[config.mk]
export PLATFORM = sky130hd
export DESIGN_NAME = sef_flags
export DESIGN_NICKNAME = d
export VERILOG_FILES = /design/src/core/sef_flags.v /design/src/core/sef_sync.v
export VERILOG_INCLUDE_DIRS = /design/src /design/src/core
export SDC_FILE = /design/constraint.sdc
export NUM_CORES = 1
export LEC_CHECK = 0
export BUFFER_PORTS_ARGS = -buffer_cell sky130_fd_sc_hd__buf_2
export CAP_MARGIN = 15
export CORE_ASPECT_RATIO = 1.75
export CORE_MARGIN = 3
export CORE_UTILIZATION = 30
export CTS_CLUSTER_SIZE = 8
export DETAILED_ROUTE_END_ITERATION = 6
export GPL_TIMING_DRIVEN = 0
export SYNTH_ARGS = -nofsm -noshare
export SYNTH_HDL_FRONTEND = slang
export SYNTH_HIERARCHICAL = 1
export SYNTH_SLANG_ARGS = --single-unit
[constraint.sdc]
create_clock -name CORE_CLK -period 4.9 [get_ports CORE_CLK]
set_input_delay 0.245 -clock CORE_CLK [delete_from_list [all_inputs] [get_ports CORE_CLK]]
set_output_delay 0.245 -clock CORE_CLK [all_outputs]
set_load 0.02 [all_outputs]
[src/core/sef_map.vh]
/*
 spi error/flag block constants: control bit positions, reset values, timing.
 assumes inclusion by core/sef_flags.v and core/sef_sync.v.
*/
`ifndef SEF_MAP_VH
`define SEF_MAP_VH
`define SEF_BITS           8
`define SEF_BIT_MSB        7
`define SEF_CNT_W          4
`define SEF_CNT_ZERO       4'h0
`define SEF_CNT_ONE        4'h1
`define SEF_BYTE_END       4'h8
`define SEF_BYTE_ZERO      8'h00
`define SEF_CTL_SPR2       7
`define SEF_CTL_EN         6
`define SEF_CTL_SELECT_PIN_DISABLE_BIT      5
`define SEF_CTL_MASTER_SELECT_BIT       4
`define SEF_CTL_CPOL       3
`define SEF_CTL_CLOCK_PHASE_BIT       2
`define SEF_CTL_RESET      8'h14
`define SEF_SYNC_RESET     1'b1
`define SEF_SCK_IDLE       1'b0
`define SEF_SCK_HALF       4'h4
`endif

[src/core/sef_flags.v]
/*
 spi error, status flag and interrupt request logic with a minimal byte engine.
 assumes cpu strobes are one-cycle pulses on CORE_CLK; SS_N, SCK and MOSI/MISO
 are pins from outside the clock domain; slave data sampled on sck edges.
*/
`default_nettype none
`include "sef_map.vh"
// Overview of operation
// - ss level against mode sets mode fault
// - no mode fault while select disable set
// - mode fault raises receiver/error request
// - mode fault clears enable and master bits
// - status read then control write clears fault
// - data write during transfer sets collision
// - collision: no interrupt, transfer undisturbed
// - status then data access clears collision
// - overrun keeps first byte, drops rest
// - overrun is never flagged
// - slave ss rise mid-byte sets abort
// - abort no interrupt, cleared disabling interface
// - transfer done drives transmitter request
// - fault request only with select enabled
// - slave clock_phase_bit zero ignores select disable
module sef_flags (
	input  wire       CORE_CLK,      // 100 MHz clock
	input  wire       ARST_N,        // async reset, active low
	input  wire       CE,            // clock enable
	input  wire       CTL_WR,        // control register write pulse
	input  wire [7:0] CTL_WDATA,     // control write data
	input  wire       STAT_RD,       // status register read pulse
	input  wire       DATA_WR,       // data register write pulse
	input  wire       DATA_RD,       // data register read pulse
	input  wire [7:0] DATA_WDATA,    // data write data
	input  wire       SS_N,          // slave select pin
	input  wire       SCK_IN,        // serial clock pin in
	input  wire       MOSI_IN,       // serial data pin in
	output reg  [7:0] CTL_Q,         // control register contents
	output reg  [7:0] RX_DATA,       // receive buffer
	output reg        TRANSFER_DONE, // transfer done flag
	output reg        WRITE_COLL,    // write collision flag
	output reg        SELECT_ABORT,  // select abort flag
	output reg        MODE_FAULT,    // mode fault flag
	output reg        TX_IRQ,        // transmitter request
	output reg        RXERR_IRQ,     // receiver/error request
	output reg        SPI_IRQ,       // combined request, level
	output reg        MISO_OUT,      // serial data out
	output reg        MISO_OE_N,     // miso enable, low drives
	output reg        SCK_OUT,       // master serial clock
	output reg        MOSI_OUT       // master serial data
);
	wire ss_s;
	wire sck_s;
	wire mosi_s;
	sef_sync u_ss (
		.clk    (CORE_CLK),
		.arst_n (ARST_N),
		.ce     (CE),
		.d      (SS_N),
		.q      (ss_s)
	);
	// sck resets to its idle level, so no false edge follows reset
	sef_sync #(
		.RST (`SEF_SCK_IDLE)
	) u_sck (
		.clk    (CORE_CLK),
		.arst_n (ARST_N),
		.ce     (CE),
		.d      (SCK_IN),
		.q      (sck_s)
	);
	sef_sync u_mosi (
		.clk    (CORE_CLK),
		.arst_n (ARST_N),
		.ce     (CE),
		.d      (MOSI_IN),
		.q      (mosi_s)
	);

	reg                  sck_d;
	reg                  ss_d;
	reg                  busy;
	reg [`SEF_CNT_W-1:0] bit_cnt;
	reg [`SEF_CNT_W-1:0] half_cnt;
	reg [7:0]            shreg;
	reg                  stat_seen_fault;
	reg                  stat_seen_coll;
	reg                  stat_seen_done;
	wire en     = CTL_Q[`SEF_CTL_EN];
	wire master_select_bit   = CTL_Q[`SEF_CTL_MASTER_SELECT_BIT];
	wire select_pin_disable_bit  = CTL_Q[`SEF_CTL_SELECT_PIN_DISABLE_BIT];
	wire clock_phase_bit   = CTL_Q[`SEF_CTL_CLOCK_PHASE_BIT];
	wire cpol   = CTL_Q[`SEF_CTL_CPOL];
	// slave with clock_phase_bit 0 always honours select
	wire ss_used = !select_pin_disable_bit || (!master_select_bit && !clock_phase_bit);
	wire sck_edge = (sck_s != sck_d);
	wire sample_edge = sck_edge && ((sck_s ^ cpol) != clock_phase_bit);
	wire slave_sel = !master_select_bit && en && (!ss_s || !ss_used);
	wire fault_now = en && master_select_bit && !ss_s && !select_pin_disable_bit;
	wire abort_now = en && !master_select_bit && ss_s && !ss_d && busy && ss_used;
	wire fault_clr = stat_seen_fault && CTL_WR;
	wire coll_clr  = stat_seen_coll && (DATA_WR || DATA_RD);
	wire coll_now  = DATA_WR && busy;
	wire done_clr  = stat_seen_done && (DATA_WR || DATA_RD);
	wire master_step = master_select_bit && en && busy && (half_cnt == `SEF_CNT_ZERO);
	wire slave_sample = slave_sel && sample_edge;
	wire master_select_bit_sample = master_step && (SCK_OUT ^ cpol ^ clock_phase_bit) == 1'b0;
	// master moves mosi on the shift edge, clear of the sample edge
	wire shift_step = master_step && !master_select_bit_sample;
	wire do_sample = slave_sample || master_select_bit_sample;
	wire byte_done = do_sample && (bit_cnt == `SEF_BYTE_END - `SEF_CNT_ONE);
	wire [7:0] next_shreg = {shreg[`SEF_BIT_MSB-1:0], master_select_bit ? 1'b0 : mosi_s};

	always @(posedge CORE_CLK or negedge ARST_N) begin
		if (!ARST_N) begin
			CTL_Q           <= `SEF_CTL_RESET;
			RX_DATA         <= `SEF_BYTE_ZERO;
			TRANSFER_DONE   <= 1'b0;
			WRITE_COLL      <= 1'b0;
			SELECT_ABORT    <= 1'b0;
			MODE_FAULT      <= 1'b0;
			TX_IRQ          <= 1'b0;
			RXERR_IRQ       <= 1'b0;
			SPI_IRQ         <= 1'b0;
			MISO_OUT        <= 1'b0;
			MISO_OE_N       <= 1'b1;
			SCK_OUT         <= 1'b0;
			MOSI_OUT        <= 1'b0;
			sck_d           <= 1'b0;
			ss_d            <= 1'b1;
			busy            <= 1'b0;
			bit_cnt         <= `SEF_CNT_ZERO;
			half_cnt        <= `SEF_CNT_ZERO;
			shreg           <= `SEF_BYTE_ZERO;
			stat_seen_fault <= 1'b0;
			stat_seen_coll  <= 1'b0;
			stat_seen_done  <= 1'b0;
		end else if (CE) begin
			sck_d <= sck_s;
			ss_d  <= ss_s;
			// control register, fault forcing wins over software write
			if (CTL_WR)
				CTL_Q <= CTL_WDATA;
			if (fault_now) begin
				CTL_Q[`SEF_CTL_EN]   <= 1'b0;
				CTL_Q[`SEF_CTL_MASTER_SELECT_BIT] <= 1'b0;
			end
			// status read arms the clearing sequences
			if (STAT_RD) begin
				stat_seen_fault <= MODE_FAULT;
				stat_seen_coll  <= WRITE_COLL;
				stat_seen_done  <= TRANSFER_DONE;
			end else begin
				if (CTL_WR)
					stat_seen_fault <= 1'b0;
				if (DATA_WR || DATA_RD) begin
					stat_seen_coll <= 1'b0;
					stat_seen_done <= 1'b0;
				end
			end
			if (fault_now)
				MODE_FAULT <= 1'b1;
			else if (fault_clr)
				MODE_FAULT <= 1'b0;
			if (coll_now)
				WRITE_COLL <= 1'b1;
			else if (coll_clr)
				WRITE_COLL <= 1'b0;
			if (abort_now)
				SELECT_ABORT <= 1'b1;
			else if (CTL_WR && !CTL_WDATA[`SEF_CTL_EN])
				SELECT_ABORT <= 1'b0;
			// done flag cleared by status read then data access
			if (byte_done)
				TRANSFER_DONE <= 1'b1;
			else if (done_clr)
				TRANSFER_DONE <= 1'b0;
			// byte engine; colliding writes never touch shreg
			if (!en || abort_now) begin
				busy     <= 1'b0;
				bit_cnt  <= `SEF_CNT_ZERO;
				SCK_OUT  <= cpol;
				half_cnt <= `SEF_CNT_ZERO;
			end else if (DATA_WR && !busy) begin
				shreg    <= DATA_WDATA;
				busy     <= master_select_bit;
				bit_cnt  <= `SEF_CNT_ZERO;
				half_cnt <= `SEF_SCK_HALF;
				MOSI_OUT <= DATA_WDATA[`SEF_BIT_MSB];
				MISO_OUT <= DATA_WDATA[`SEF_BIT_MSB];
			end else begin
				// busy from the first sample; a trailing clock_phase_bit 0 edge must not re-arm it
				if (slave_sample)
					busy <= 1'b1;
				if (master_step) begin
					SCK_OUT  <= !SCK_OUT;
					half_cnt <= `SEF_SCK_HALF;
				end else if (master_select_bit && busy)
					half_cnt <= half_cnt - `SEF_CNT_ONE;
				if (do_sample) begin
					shreg   <= next_shreg;
					bit_cnt <= bit_cnt + `SEF_CNT_ONE;
					MISO_OUT <= next_shreg[`SEF_BIT_MSB];
				end
				if (shift_step)
					MOSI_OUT <= shreg[`SEF_BIT_MSB];
				if (byte_done) begin
					busy    <= 1'b0;
					bit_cnt <= `SEF_CNT_ZERO;
					// overrun: keep first byte, silently drop later ones
					if (!TRANSFER_DONE)
						RX_DATA <= next_shreg;
				end
			end
			MISO_OE_N <= !slave_sel;
			TX_IRQ    <= TRANSFER_DONE;
			RXERR_IRQ <= MODE_FAULT && !select_pin_disable_bit;
			SPI_IRQ   <= TRANSFER_DONE || (MODE_FAULT && !select_pin_disable_bit);
		end
	end
endmodule // sef_flags
`default_nettype wire

[src/core/sef_sync.v]
/*
 two-flop synchroniser for a pin level.
 assumes d is asynchronous to clk; q is the only output read by logic.
*/
`default_nettype none
`include "sef_map.vh"
module sef_sync #(
	parameter [0:0] RST = `SEF_SYNC_RESET // level held in reset
) (
	input  wire clk,   // core clock
	input  wire arst_n, // async reset
	input  wire ce,    // clock enable
	input  wire d,     // pin level
	output wire q      // synchronised level
);
	reg meta;
	reg stage;
	always @(posedge clk or negedge arst_n) begin
		if (!arst_n) begin
			meta  <= RST;
			stage <= RST;
		end else if (ce) begin
			meta  <= d;
			stage <= meta;
		end
	end
	assign q = stage;
endmodule // sef_sync
`default_nettype wire

; ---- Word level (Yosys, flattened, before mapping)
; Index checks and enable logic that the tools add are counted.
[word_totals]
input_bits = 26
ff_bits = 55
wordCells = 152
[op_classes]
add_sub_neg = 2
bitwise = 7
n_reduce_logical = 72
eq_ne = 4
mux = 38
[ops]
columns = cell, count
row1 = $mux 4, 8
row2 = $mux 1, 27
row3 = $logic_and 1x1->1, 25
row4 = $reduce_and 2->1, 11
row5 = $reduce_bool 2->1, 10
row6 = $mux 8, 2
row7 = $logic_not 1->1, 12
row8 = $reduce_bool 4->1, 3
row9 = $reduce_and 3->1, 3
row10 = $mux 7, 1
row11 = $logic_or 1x1->1, 6
row12 = $reduce_and 5->1, 1
row13 = $add 4x1->4 const B, 1
row14 = $eq 4x3->1 const B, 1
row15 = $logic_not 4->1, 1
row16 = $not 1->1, 4
row17 = $sub 4x1->4 const B, 1
row18 = $xor 1x1->1, 3
row19 = $ne 1x1->1, 2
row20 = $ne 2x2->1 const B, 1

; ---- Depth between registers and ports, before layout
; Gate-level depths: netlist of the first run.
[depth]
ltp_word = 12
depth_mapped = 7
ltp_nobuf = 6

; ---- Hierarchy
; The synthesis of the first run kept the hierarchy.
[by_module_without_submodules]
columns = module, n_inst, seq_area_each_um2, area_per_inst_um2, cells_per_inst
row1 = sef_flags, 1, 1206.2, 2353.5, 213
row2 = sef_sync (u_mosi ...), 2, 52.6, 75.1, 4
row3 = sef_sync (u_sck), 1, 50.0, 72.6, 4

; ---- Worst setup path after synthesis of the first run
; OpenSTA, ideal clock, no wires.
[synth_timing]
kind = register -> register
startpoint = register CTL_Q[2]
endpoint = register RX_DATA[1]
t_arrival_ns = 1.766
setup_time_ns = 0.128
path_stages_with_launch = 6
path_slack_ns = 3.007
cell_sequence = dfstp_2 -> a21bo_2 -> nand3b_1 -> o22ai_4 -> nand4b_4 -> mux2_1
[synth_between]
elab_chain_cells = 10
elab_cells_between_ends = 18
classes_between = eq/ne: 1 / bitwise: 3 / reduce/logical: 14
[synth_lines]
columns = item, line
row1 = start: declaration, sef_flags.v:37  ; output reg [7:0] CTL_Q,
row2 = start signal: assignment, sef_flags.v:115  ; CTL_Q <= `SEF_CTL_RESET;
row3 = $logic_not 1->1, sef_flags.v:94  ; wire ss_used = !select_pin_disable_bit || (!master_select_bit && !clock_phase_bit);
row4 = $logic_and 1x1->1, sef_flags.v:94
row5 = $logic_or 1x1->1, sef_flags.v:94
row6 = $logic_not 1->1, sef_flags.v:97  ; wire slave_sel = !master_select_bit && en && (!ss_s || !ss_used);
row7 = $logic_or 1x1->1, sef_flags.v:97
row8 = $logic_and 1x1->1, sef_flags.v:97
row9 = $logic_and 1x1->1, sef_flags.v:105  ; wire slave_sample = slave_sel && sample_edge;
row10 = $logic_or 1x1->1, sef_flags.v:109  ; wire do_sample = slave_sample || master_select_bit_sample;
row11 = $logic_and 1x1->1, sef_flags.v:110  ; wire byte_done = do_sample && (bit_cnt == `SEF_BYTE_END - `SEF_CNT_ONE);
row12 = $reduce_and 5->1 (no line) *, --
row13 = end signal: assignment, sef_flags.v:116  ; RX_DATA <= `SEF_BYTE_ZERO;
row14 = end signal: assignment, sef_flags.v:211  ; RX_DATA <= next_shreg;
row15 = end: declaration, sef_flags.v:38  ; output reg [7:0] RX_DATA,
; Mark *: on every way between the ends. The rest lies on a longest branch, timed or not.
; A chain may end at the register's enable or synchronous reset.

; ---- Worst setup path in the final report of the first run
[layout_timing]
startpoint = register CTL_Q[4]
endpoint = register RX_DATA[2]
[layout_between]
elab_chain_cells = 10
elab_cells_between_ends = 21
classes_between = bitwise: 1 / reduce/logical: 20
[layout_lines]
columns = item, line
row1 = $logic_not 1->1, "sef_flags.v:94, sef_flags.v:97, sef_flags.v:99"
row2 = $logic_and 1x1->1, sef_flags.v:94
row3 = $logic_or 1x1->1, sef_flags.v:94
row4 = $logic_not 1->1, sef_flags.v:97
row5 = $logic_or 1x1->1, sef_flags.v:97
row6 = $logic_and 1x1->1, sef_flags.v:97
row7 = $logic_and 1x1->1, sef_flags.v:105
row8 = $logic_or 1x1->1, sef_flags.v:109
row9 = $logic_and 1x1->1, sef_flags.v:110
row10 = $reduce_and 5->1 (no line) *, --
; Marks and branches as above.

==> load_flow_metrics.sql, run 1 <==
INSERT INTO impl_metrics (metric_group, metric, value, unit) VALUES
('cts', 'clkTransAtPathRegs', '70', 'ps'),
('die', 'dieArea', '9780', 'um^2'),
('yosys', 'synthesis.nets', '254', ''),
('layout', 'final_core_util', '38.1', '%'),
('cts', 'holdBufCountCts', '1', ''),
('routing', 'drcViolationCount', '0', ''),
('cts', 'cts_made_buffers', '5', ''),
('yosys', 'post_synth_main_area_contributors', 'dfrtp_1 45%, mux2_2 8.3%, dfstp_2 8.2%', ''),
('layout', 'fill_cells', '845', ''),
('timing', 'timing.final.crit_share', '41.9', '%'),
('timing', 'timing.slew.headroom', '66.4', '%'),
('worst_setup_path', 'startpoint_type', 'register', ''),
('routing', 'post_drt_via_cell_ratio', '4.87', ''),
('yosys', 'synth.largest_area_cell', 'dfrtp_1', ''),
('routing', 'wl', '5680', 'um'),
('yosys', 'synth.lib_cells_used.distinct', '49', ''),
('timing', 'tightestPinTransition', '503', 'ps'),
('layout', 'most_common_cell_after_layout_fill_and_taps_aside', 'buf_2', ''),
('yosys', 'fraction_of_the_yosys_area_taken_by_sequential_cells', '52.8', '%'),
('run', 'timing.max_cap.violations', '0', ''),
('routing', 'ant_nets', '0', ''),
('yosys', 'synth_top_flop_cell', 'dfrtp_1', ''),
('worst_setup_path', 'timing.setup.critical_path_class', 'reg2reg', ''),
('cts', 'cts_sinks', '54', ''),
('outcome', 'run_status', 'finished clean', ''),
('worst_hold_path', 'whs_endpoint', 'CTL_Q[3]', ''),
('timing', 'setup_repair_after_global_routing_missed_its_margin', 'false', ''),
('timing', 'finalSetupViolCount', '0', ''),
('die', 'die_y', '129', 'um'),
('global_routing', 'gr-total-overflow', '0', ''),
('layout', 'flow.area_growth_from_synthesis', '22.9', '%'),
('layout', 'finalNetCount', '315', ''),
('pwr', 'p_per_area', '414', 'nW/um^2'),
('global_routing', 'grt_pass1_vias', '2025', ''),
('worst_setup_path', 'worstPathMaxFanout', '9', ''),
('timing', 'totalNegativeSetupSlack', '0', 'ps'),
('place', 'dp_hpwl', '4430', 'um'),
('cts', 'cts.repair_timing.setup_buffer_count', '0', ''),
('yosys', 'yosysWarnings', '6', ''),
('worst_setup_path', 'worst_setup_path_end_kind', 'register', ''),
('die', 'placementRows', '44', ''),
('worst_hold_path', 'holdCritPathClass', 'in2reg', ''),
('global_routing', 'antenna_found_initial', '0', ''),
('die', 'start_util', '31.0', '%'),
('routing', 'drt_pre_antenna_iters', '4', ''),
('worst_setup_path', 'setup.reg_to_reg.worst_slack', '2850', 'ps'),
('cts', 'cts_root_buf', 'clkbuf_16', ''),
('routing', 'vias', '1958', ''),
('worst_hold_path', 'holdPathStages', '2', ''),
('cts', 'worstSkewPairLatency', '300', 'ps'),
('cts', 'clk_path_buf_depth', '2', ''),
('layout', 'most-common-layout-cells', '56 x buf_2, 46 x dfrtp_1, 25 x nor2_1', ''),
('worst_setup_path', 'worst_r2r_path_depth', '5', ''),
('yosys', 'synthArstFlopShare', '100', '%'),
('layout', 'layout-drive-gt1-share', '35.2', '%'),
('timing', 'timing.final.max_slew_violations', '0', ''),
('pwr', 'vdd_ir_drop_max', '280', 'uV'),
('yosys', 'syn_inst', '225', ''),
('place', 'place_inst', '393', ''),
('timing', 'final-hold-violation-count', '0', ''),
('timing', 'fmaxAchievable', '487', 'MHz'),
('pwr', 'leakage', '1.47', 'nW'),
('yosys', 'syn-mean-instance-area', '11.4', 'um^2'),
('place', 'final_estimated_routing_congestion_in_global_placement', '0.802', ''),
('worst_setup_path', 'worstReg2RegEnd', 'RX_DATA[2]', ''),
('routing', 'first_iter_violations', '82', ''),
('global_routing', 'global_route_wire_length_before_repair', '9760', 'um'),
('cts', 'htree_levels', '2', ''),
('yosys', 'synth_enable_flop_cells', '0', ''),
('layout', 'antenna_cells_inserted', '0', ''),
('global_routing', 'grt_usage', '12.4', '%');
[cells by family after synthesis]
| kind of cell | count (synthesis) | share of synthesized area (%) |
|---|---|---|
| AO/OA/AOI/OAI | 60 | 16.7 |
| adder cells (fa/ha/maj) | 3 | 1.46 |
| flip-flops | 54 | 52.8 |
| multiplexers | 26 | 11.3 |
| buffers and inverters | 13 | 2.09 |
| AND/OR/NAND/NOR | 66 | 14.4 |
| XOR/XNOR | 3 | 1.31 |
[report_power, final]
group	total [W]	internal (W)	leakage [nW]	switching [W]
combinational	0.000337	0.000152	0.737	0.000185
clock	0.000366	0.000205	0.0735	0.000161
sequential	0.000608	0.000539	0.664	0.0000699
[state kept, by name, summed over array words and instances (netlist names), 4 cells and up]
signal and flops:
half_cnt 4, bit_cnt 4, RX_DATA 8, CTL_Q 8
shreg 7
[metal layers]
metal | vias up | wire length [um] | track usage (%)
met4 | 0 | 160 | 7.15
li1 | 944 | - | -
met2 | 58 | 2870 | 21.8
met5 | - | 0 | 0
met1 | 942 | 2350 | 13.9
met3 | 14 | 299 | 2.66
[how the worst max path moves through the flow]
stage / start / end / slack, ps / cells past startpoint
floorplan: CTL_Q[2] / RX_DATA[1] / 3010 / 5
global placement: CTL_Q[4] / RX_DATA[1] / 2850 / 5
detailed placement: CTL_Q[4] / RX_DATA[2] / 2830 / 5
CTS: CTL_Q[4] / RX_DATA[2] / 2820 / 5
global route: CTL_Q[4] / RX_DATA[2] / 2710 / 5
finish: CTL_Q[4] / RX_DATA[2] / 2850 / 5
[critical path, cell delays in order (launching register included)]
cell,delay (ps)
dfstp_2,600
and2_2,230
nand4_4,180
o22ai_4,310
nand4b_4,250
mux2_1,370
[cell usage after synthesis, types with 2 or more instances]
cell and instances:
mux2i_1 2, o21ai_1 9, a21oi_1 15, and3_1 2, ha_1 3, nor4b_1 3
o21ai_0 6, buf_2 4, o22a_1 9, mux2_1 5, clkbuf_1 3, a22o_1 6
nand2b_1 4, buf_1 2, a32o_1 5, nand3_1 4, nor2_1 25, nor3_1 2
inv_1 3, mux2_2 19, dfstp_2 8, nor2b_1 6, dfrtp_1 46, nand2_1 9
[layout make-up]
cell class	instances	area, um^2	area share, %
multi-input cells	158	1160	36.7
clock buffers	6	139	4.39
flip-flops and latches	54	1360	43.0
repair buffers	54	290	9.17
plain buffers	9	38.8	1.23
inverters	4	15.0	0.474
clock inverters	2	16.3	0.514
well taps	115	144	4.55
[per-stage QoR]
| stage | hold slack (ps) | instance area, um^2 | setup WS, ps | power (W) |
|---|---|---|---|---|
| 6_report | 176 | 3170 | 2850 | 0.00131 |
| 2_1_floorplan | -50.6 | 2580 | 3010 | 0.000841 |
| 5_1_grt | 179 | 3170 | 2710 | 0.00139 |
| 4_1_cts | 168 | 3170 | 2820 | 0.00133 |
| 3_3_place_gp | 467 | 2980 | 2850 | 0.000946 |
| 3_5_place_dp | 232 | 3000 | 2830 | 0.000959 |
Power figures use the tool's default switching activity.
==> inputs of run 2 (changes only) <==
==> constraint.sdc (replaced) <==
create_clock -name CORE_CLK -period 2 [get_ports CORE_CLK]
set_input_delay 0.1 -clock CORE_CLK [delete_from_list [all_inputs] [get_ports CORE_CLK]]
set_output_delay 0.1 -clock CORE_CLK [all_outputs]
set_load 0.02 [all_outputs]
==> load_flow_metrics.sql, run 2 (synthesized netlist as in run 1, its figures left out) <==
INSERT INTO impl_metrics (metric_group, metric, value, unit) VALUES
('layout', 'fill_cells', '840', ''),
('layout', 'layout-drive-gt1-share', '39.0', '%'),
('pwr', 'leakage', '1.51', 'nW'),
('place', 'final_estimated_routing_congestion_in_global_placement', '0.802', ''),
('cts', 'worstSkewPairLatency', '300', 'ps'),
('timing', 'timing.final.crit_share', '98.6', '%'),
('cts', 'cts_tree', 'built', ''),
('global_routing', 'antenna_found_initial', '0', ''),
('timing', 'period_needed', '1970', 'ps'),
('die', 'die_w', '76.1', 'um'),
('worst_setup_path', 'startpoint_type', 'register', ''),
('routing', 'detail_route.wl_per_cell', '14.2', 'um'),
('place', 'pre_cts_slack', '-73.4', 'ps'),
('die', 'floorplan.io_pins', '53', ''),
('layout', 'largestRegisters', 'CTL_Q x8, RX_DATA x8, shreg x7', ''),
('routing', 'ant_nets', '0', ''),
('worst_setup_path', 'arrival', '2150', 'ps'),
('worst_setup_path', 'worst_r2r_path_depth', '6', ''),
('cts', 'clkTransAtPathRegs', '70', 'ps'),
('layout', 'finalNetCount', '320', ''),
('timing', 'totalNegativeSetupSlack', '0', 'ps'),
('worst_setup_path', 'crit_path_top_delay_cell', 'dfstp_2', ''),
('place', 'placement.cell_area', '3000', 'um^2'),
('cts', 'cts_root_buf', 'clkbuf_16', ''),
('worst_setup_path', 'cp.required', '2180', 'ps'),
('timing', 'fmaxAchievable', '507', 'MHz'),
('worst_setup_path', 'timing.setup.critical_path_class', 'reg2reg', ''),
('cts', 'cts_sinks', '54', ''),
('global_routing', 'gr-total-overflow', '0', ''),
('place', 'place_inst', '393', ''),
('layout', 'final_design_area_no_fill', '3230', 'um^2'),
('outcome', 'run_status', 'finished clean', ''),
('timing', 'finalSetupViolCount', '0', ''),
('timing', 'final-hold-violation-count', '0', ''),
('routing', 'met2RoutedLength', '2950', 'um'),
('layout', 'most_common_cell_after_layout_fill_and_taps_aside', 'buf_2', ''),
('timing', 'timing.final.max_slew_violations', '0', ''),
('die', 'placementRows', '44', ''),
('run', 'timing.max_cap.violations', '0', ''),
('global_routing', 'global_route_wire_length_before_repair', '9780', 'um'),
('layout', 'most-common-layout-cells', '56 x buf_2, 45 x dfrtp_1, 25 x nor2_1', ''),
('global_routing', 'grt_pass1_vias', '2035', ''),
('layout', 'antenna_cells_inserted', '0', ''),
('worst_setup_path', 'crit_chain', 'xnor2_2, mux2i_2, o22ai_4, buf_4, nor4b_1, a311o_1', ''),
('timing', 'hold_ws', '30.9', 'ps'),
('timing', 'fin_ws', '29.0', 'ps'),
('routing', 'route.met3.wl', '299', 'um'),
('timing', 'tightestPinTransition', '517', 'ps'),
('routing', 'm1WireLength', '2380', 'um'),
('die', 'die_y', '129', 'um'),
('layout', 'fin_cells', '407', ''),
('place', 'dp_hpwl', '4430', 'um'),
('routing', 'first_iter_violations', '67', ''),
('worst_hold_path', 'holdPathStages', '2', ''),
('cts', 'cts_made_buffers', '5', ''),
('place', 'placement.io_buffers', '52', ''),
('timing', 'timing.slew.headroom', '65.5', '%'),
('cts', 'clk_path_buf_depth', '2', ''),
('routing', 'vias', '1982', ''),
('timing', 'setup_repair_after_global_routing_missed_its_margin', 'true', ''),
('routing', 'drcViolationCount', '0', ''),
('layout', 'flow.area_growth_from_synthesis', '25.5', '%'),
('routing', 'drt_pre_antenna_iters', '4', ''),
('global_routing', 'grt_max_degree', '36', ''),
('routing', 'top_routing_layer_used', 'met4', ''),
('worst_setup_path', 'crit_path_max_incr_delay', '580', 'ps'),
('worst_setup_path', 'worstPathMaxFanout', '6', ''),
('pwr', 'vdd_ir_drop_max', '687', 'uV'),
('die', 'start_util', '31.0', '%'),
('pwr', 'p_per_area', '1010', 'nW/um^2'),
('cts', 'htree_levels', '2', ''),
('worst_hold_path', 'holdCritPathClass', 'in2reg', ''),
('routing', 'post_drt_via_cell_ratio', '4.87', ''),
('routing', 'wl', '5790', 'um'),
('die', 'floorplan.core_area', '8310', 'um^2'),
('worst_setup_path', 'worst_setup_path_end_kind', 'register', ''),
('global_routing', 'grt_usage', '12.4', '%'),
('die', 'dieArea', '9780', 'um^2'),
('timing', 'timing.clock.skew', '5.33', 'ps');
-- run 2: metal layers --
metal / GRT usage (%) / vias up
met5: 0 / -
met4: 7.15 / 0
met3: 2.66 / 14
met2: 21.9 / 58
met1: 13.9 / 953
li1: - / 957
-- run 2: area by class of cell --
class                      instances  area, um^2  share of cell area [%]
clock inverter                     2        16.3                   0.503
buffer                             9        40.0                    1.24
inverter                           4        15.0                   0.464
clock buffer                       6         139                    4.30
sequential                        54        1360                    42.1
tap                              115         144                    4.45
multi-input combinational        158        1190                    36.8
timing repair buffer              59         328                    10.1
-- run 2: metrics by stage --
stage	power, W	util [%]
floorplan	0.00206	-
global placement	0.00232	35.9
detailed placement	0.00235	36.1
CTS	0.00327	38.2
global route	0.00345	38.9
finish	0.00326	38.9
-- run 2: repair_timing --
item,4_1_cts,5_1_grt
hold buffers,1,0
gates resized for setup,0,10
buffers inserted,1,4
pin swaps,1,2
setup endpoints to repair,15,17
hold endpoints to repair,11,0
-- run 2: power breakdown --
group          switching (W)  total (W)  internal (W)
registers           0.000176    0.00150       0.00132
logic               0.000463   0.000863      0.000400
clock network       0.000395   0.000898      0.000503
total                0.00103    0.00326       0.00222
-- run 2: final timing paths --
path / startpoint / to / slack, ps
worst max-delay path: CTL_Q[2] / bit_cnt[3] / 30
worst min register to register: RX_DATA[7] / RX_DATA[7] / 490
worst max register to register: CTL_Q[2] / bit_cnt[3] / 30
max in group asynchronous: ARST_N / busy / 1160
min in group asynchronous: ARST_N / RX_DATA[2] / 280
worst min-delay path: CTL_WDATA[3] / CTL_Q[3] / 30
-- run 2: worst max-delay path, delay by kind of cell (launching register included) --
family / cells / cell delay (ps)
AOI/OAI and AO/OA: 2 / 460
muxes: 1 / 330
and+or+nand+nor: 1 / 140
DFF: 1 / 580
xor gates and xnor gates: 1 / 170
buffers and inverters: 1 / 170
==> inputs of run 3 (changes only) <==
--- a/config.mk
+++ b/config.mk
@@ -8,12 +8,15 @@
 export LEC_CHECK = 0
 export BUFFER_PORTS_ARGS = -buffer_cell sky130_fd_sc_hd__buf_2
 export CAP_MARGIN = 15
+export CELL_PAD_IN_SITES_DETAIL_PLACEMENT = 1
+export CELL_PAD_IN_SITES_GLOBAL_PLACEMENT = 1
 export CORE_ASPECT_RATIO = 1.75
-export CORE_MARGIN = 3
+export CORE_MARGIN = 8
 export CORE_UTILIZATION = 30
 export CTS_CLUSTER_SIZE = 8
 export DETAILED_ROUTE_END_ITERATION = 6
 export GPL_TIMING_DRIVEN = 0
+export PLACE_DENSITY_LB_ADDON = 0.1
 export SYNTH_ARGS = -nofsm -noshare
 export SYNTH_HDL_FRONTEND = slang
 export SYNTH_HIERARCHICAL = 1
==> load_flow_metrics.sql, run 3 (synthesized netlist as in run 1, its figures left out) <==
INSERT INTO impl_metrics (metric_group, metric, value, unit) VALUES
('outcome', 'run_status', 'finished clean', ''),
('die', 'dieArea', '11900', 'um^2'),
('routing', 'post_drt_via_cell_ratio', '4.87', ''),
('pwr', 'leakage', '1.55', 'nW'),
('pwr', 'power_frac_seq', '45.2', '%'),
('routing', 'drt_pre_antenna_iters', '4', ''),
('layout', 'final_core_util', '38.7', '%'),
('place', 'place_inst', '395', ''),
('cts', 'htree_levels', '2', ''),
('die', 'floorplan.io_pins', '53', ''),
('layout', 'flow.area_growth_from_synthesis', '27.8', '%'),
('die', 'die_y', '139', 'um'),
('timing', 'timing.clock.skew', '6.24', 'ps'),
('worst_setup_path', 'crit_path_top_delay_cell', 'dfstp_2', ''),
('worst_setup_path', 'startpoint_type', 'register', ''),
('worst_setup_path', 'timing.setup.critical_path_class', 'reg2reg', ''),
('layout', 'final_design_area_no_fill', '3290', 'um^2'),
('global_routing', 'grt_usage', '12.6', '%'),
('worst_setup_path', 'worstPathMaxFanout', '5', ''),
('place', 'dp_hpwl', '5380', 'um'),
('cts', 'cts_root_buf', 'clkbuf_16', ''),
('cts', 'clk_path_buf_depth', '2', ''),
('timing', 'timing.final.max_slew_violations', '0', ''),
('run', 'timing.max_cap.violations', '0', ''),
('worst_hold_path', 'holdCritPathClass', 'in2reg', ''),
('worst_setup_path', 'setup.reg_to_reg.worst_slack', '50', 'ps'),
('timing', 'setup_repair_after_global_routing_missed_its_margin', 'true', ''),
('place', 'placement.cell_area', '3000', 'um^2'),
('die', 'floorplan.core_area', '8500', 'um^2'),
('routing', 'drcViolationCount', '0', ''),
('timing', 'finalSetupViolCount', '0', ''),
('pwr', 'p_comb_share', '27.9', '%'),
('worst_setup_path', 'crit_chain', 'xnor2_2, mux2i_2, o22ai_4, buf_4, nor4b_1, a311o_1', ''),
('pwr', 'p_per_area', '1010', 'nW/um^2'),
('cts', 'worstSkewPairLatency', '290', 'ps'),
('worst_setup_path', 'cp.required', '2180', 'ps'),
('timing', 'tightestPinTransition', '548', 'ps'),
('worst_setup_path', 'arrival', '2130', 'ps'),
('routing', 'first_iter_violations', '70', ''),
('place', 'placement.io_buffers', '52', ''),
('timing', 'timing.final.crit_share', '97.6', '%'),
('die', 'die_w', '86.1', 'um'),
('timing', 'fmaxAchievable', '512', 'MHz'),
('place', 'final_estimated_routing_congestion_in_global_placement', '0.718', ''),
('global_routing', 'grt_max_degree', '34', ''),
('pwr', 'vdd_ir_drop_max', '534', 'uV'),
('worst_setup_path', 'worst_setup_path_end_kind', 'register', ''),
('global_routing', 'global_route_wire_length_before_repair', '12000', 'um'),
('pwr', 'p_sw', '0.00107', 'W'),
('layout', 'most_common_cell_after_layout_fill_and_taps_aside', 'buf_2', ''),
('routing', 'ant_nets', '0', ''),
('pwr', 'sw_frac_of_total', '32.2', '%'),
('pwr', 'clkPwrFrac', '26.9', '%'),
('timing', 'timing.slew.headroom', '63.5', '%'),
('die', 'placementRows', '45', ''),
('layout', 'fin_cells', '414', ''),
('routing', 'wl', '7170', 'um'),
('global_routing', 'grt_pass1_vias', '2293', ''),
('timing', 'final-hold-violation-count', '0', ''),
('global_routing', 'antenna_found_initial', '0', ''),
('cts', 'cts_sinks', '54', ''),
('cts', 'cts_tree', 'built', ''),
('die', 'start_util', '30.3', '%'),
('layout', 'layout-drive-gt1-share', '40.7', '%'),
('cts', 'clkTransAtPathRegs', '70', 'ps'),
('timing', 'period_needed', '1950', 'ps'),
('layout', 'largestRegisters', 'CTL_Q x8, RX_DATA x8, shreg x7', ''),
('layout', 'finalNetCount', '325', ''),
('cts', 'cts_made_buffers', '5', ''),
('global_routing', 'gr-total-overflow', '0', ''),
('routing', 'detail_route.wl_per_cell', '17.3', 'um'),
('routing', 'vias', '2016', ''),
('layout', 'most-common-layout-cells', '56 x buf_2, 45 x dfrtp_1, 25 x nor2_1', ''),
('worst_setup_path', 'crit_path_max_incr_delay', '580', 'ps'),
('pwr', 'cell_internal_pwr', '0.00225', 'W'),
('layout', 'antenna_cells_inserted', '0', '');
==> run 3: cell types whose count changed in the layout (fill, tap and decap cells not counted), sizes merged <==
| cell | previous run | this run |
|---|---|---|
| buf | 64 | 69 |
| clkbuf | 9 | 10 |
| clkinv | 0 | 1 |
| clkinvlp | 1 | 0 |
| inv | 5 | 4 |
==> run 3: power groups by stage <==
stage                     Combinational (W)  Sequential, W  Clock [W]
after global routing                0.00102        0.00154   0.000968
after detailed placement           0.000865        0.00152          0
after global placement             0.000844        0.00152          0
after CTS                          0.000912        0.00150   0.000928
final                              0.000923        0.00150   0.000892
after floorplan                    0.000484        0.00158          0
==> run 3: path summary, 6_finish.rpt <==
check / from / cells past startpoint / end
worst max-delay path: CTL_Q[2] / 6 / bit_cnt[3]
worst min-delay path: CTL_WDATA[5] / 2 / CTL_Q[5]
worst max register to register: CTL_Q[2] / 6 / bit_cnt[3]
worst min register to register: MOSI_OUT / 1 / MOSI_OUT
max in group asynchronous: ARST_N / 3 / MISO_OE_N
min in group asynchronous: ARST_N / 2 / RX_DATA[1]
==> run 3: layer usage <==
metal / up-vias / part of all wire (%) / global-route usage (%) / routed length, um
met5: - / 0 / 0 / 0
li1: 956 / - / - / -
met2: 45 / 55 / 23.1 / 3970
met3: 9 / 4.4 / 3.15 / 315
met4: 0 / 1.6 / 4.18 / 118
met1: 1006 / 39 / 13.4 / 2770
==> run 3: worst max-delay path: cells and delay by family (launching register included) <==
| family | cells | cell delay [ps] |
|---|---|---|
| XOR/XNOR | 1 | 170 |
| multiplexers | 1 | 320 |
| AND/OR/NAND/NOR | 1 | 130 |
| flip-flops | 1 | 580 |
| AO/OA/AOI/OAI | 2 | 460 |
| buffers and inverters | 1 | 180 |
==> run 3: what timing repair did <==
action	4_1_cts	5_1_grt
gates resized for setup	5	11
hold endpoints to repair	14	0
pin swaps	2	6
endpoints found under the setup margin	18	24
hold buffers	1	0
buffers inserted	5	5
==> run 3: per-stage QoR <==
step / setup TNS (ps) / total power, W / setup WS, ps / hold WS, ps
5_1_grt: -252 / 0.00353 / -35.1 / 24.8
3_5_place_dp: -2240 / 0.00239 / -194 / 115
6_report: 0 / 0.00331 / 48.5 / 35.4
3_3_place_gp: -1800 / 0.00236 / -157 / 333
2_1_floorplan: 0 / 0.00206 / 107 / -196
4_1_cts: -91.7 / 0.00334 / -23.0 / 26.5
==> run 3: final cells by class <==
type,instances,area [um^2]
clock inverters,1,5.00
flip-flops and latches,54,1360
well taps,117,146
multi-input cells,158,1210
plain buffers,9,41.3
clock buffers,7,143
fillers,975,5210
repair buffers,64,365
inverters,4,15.0
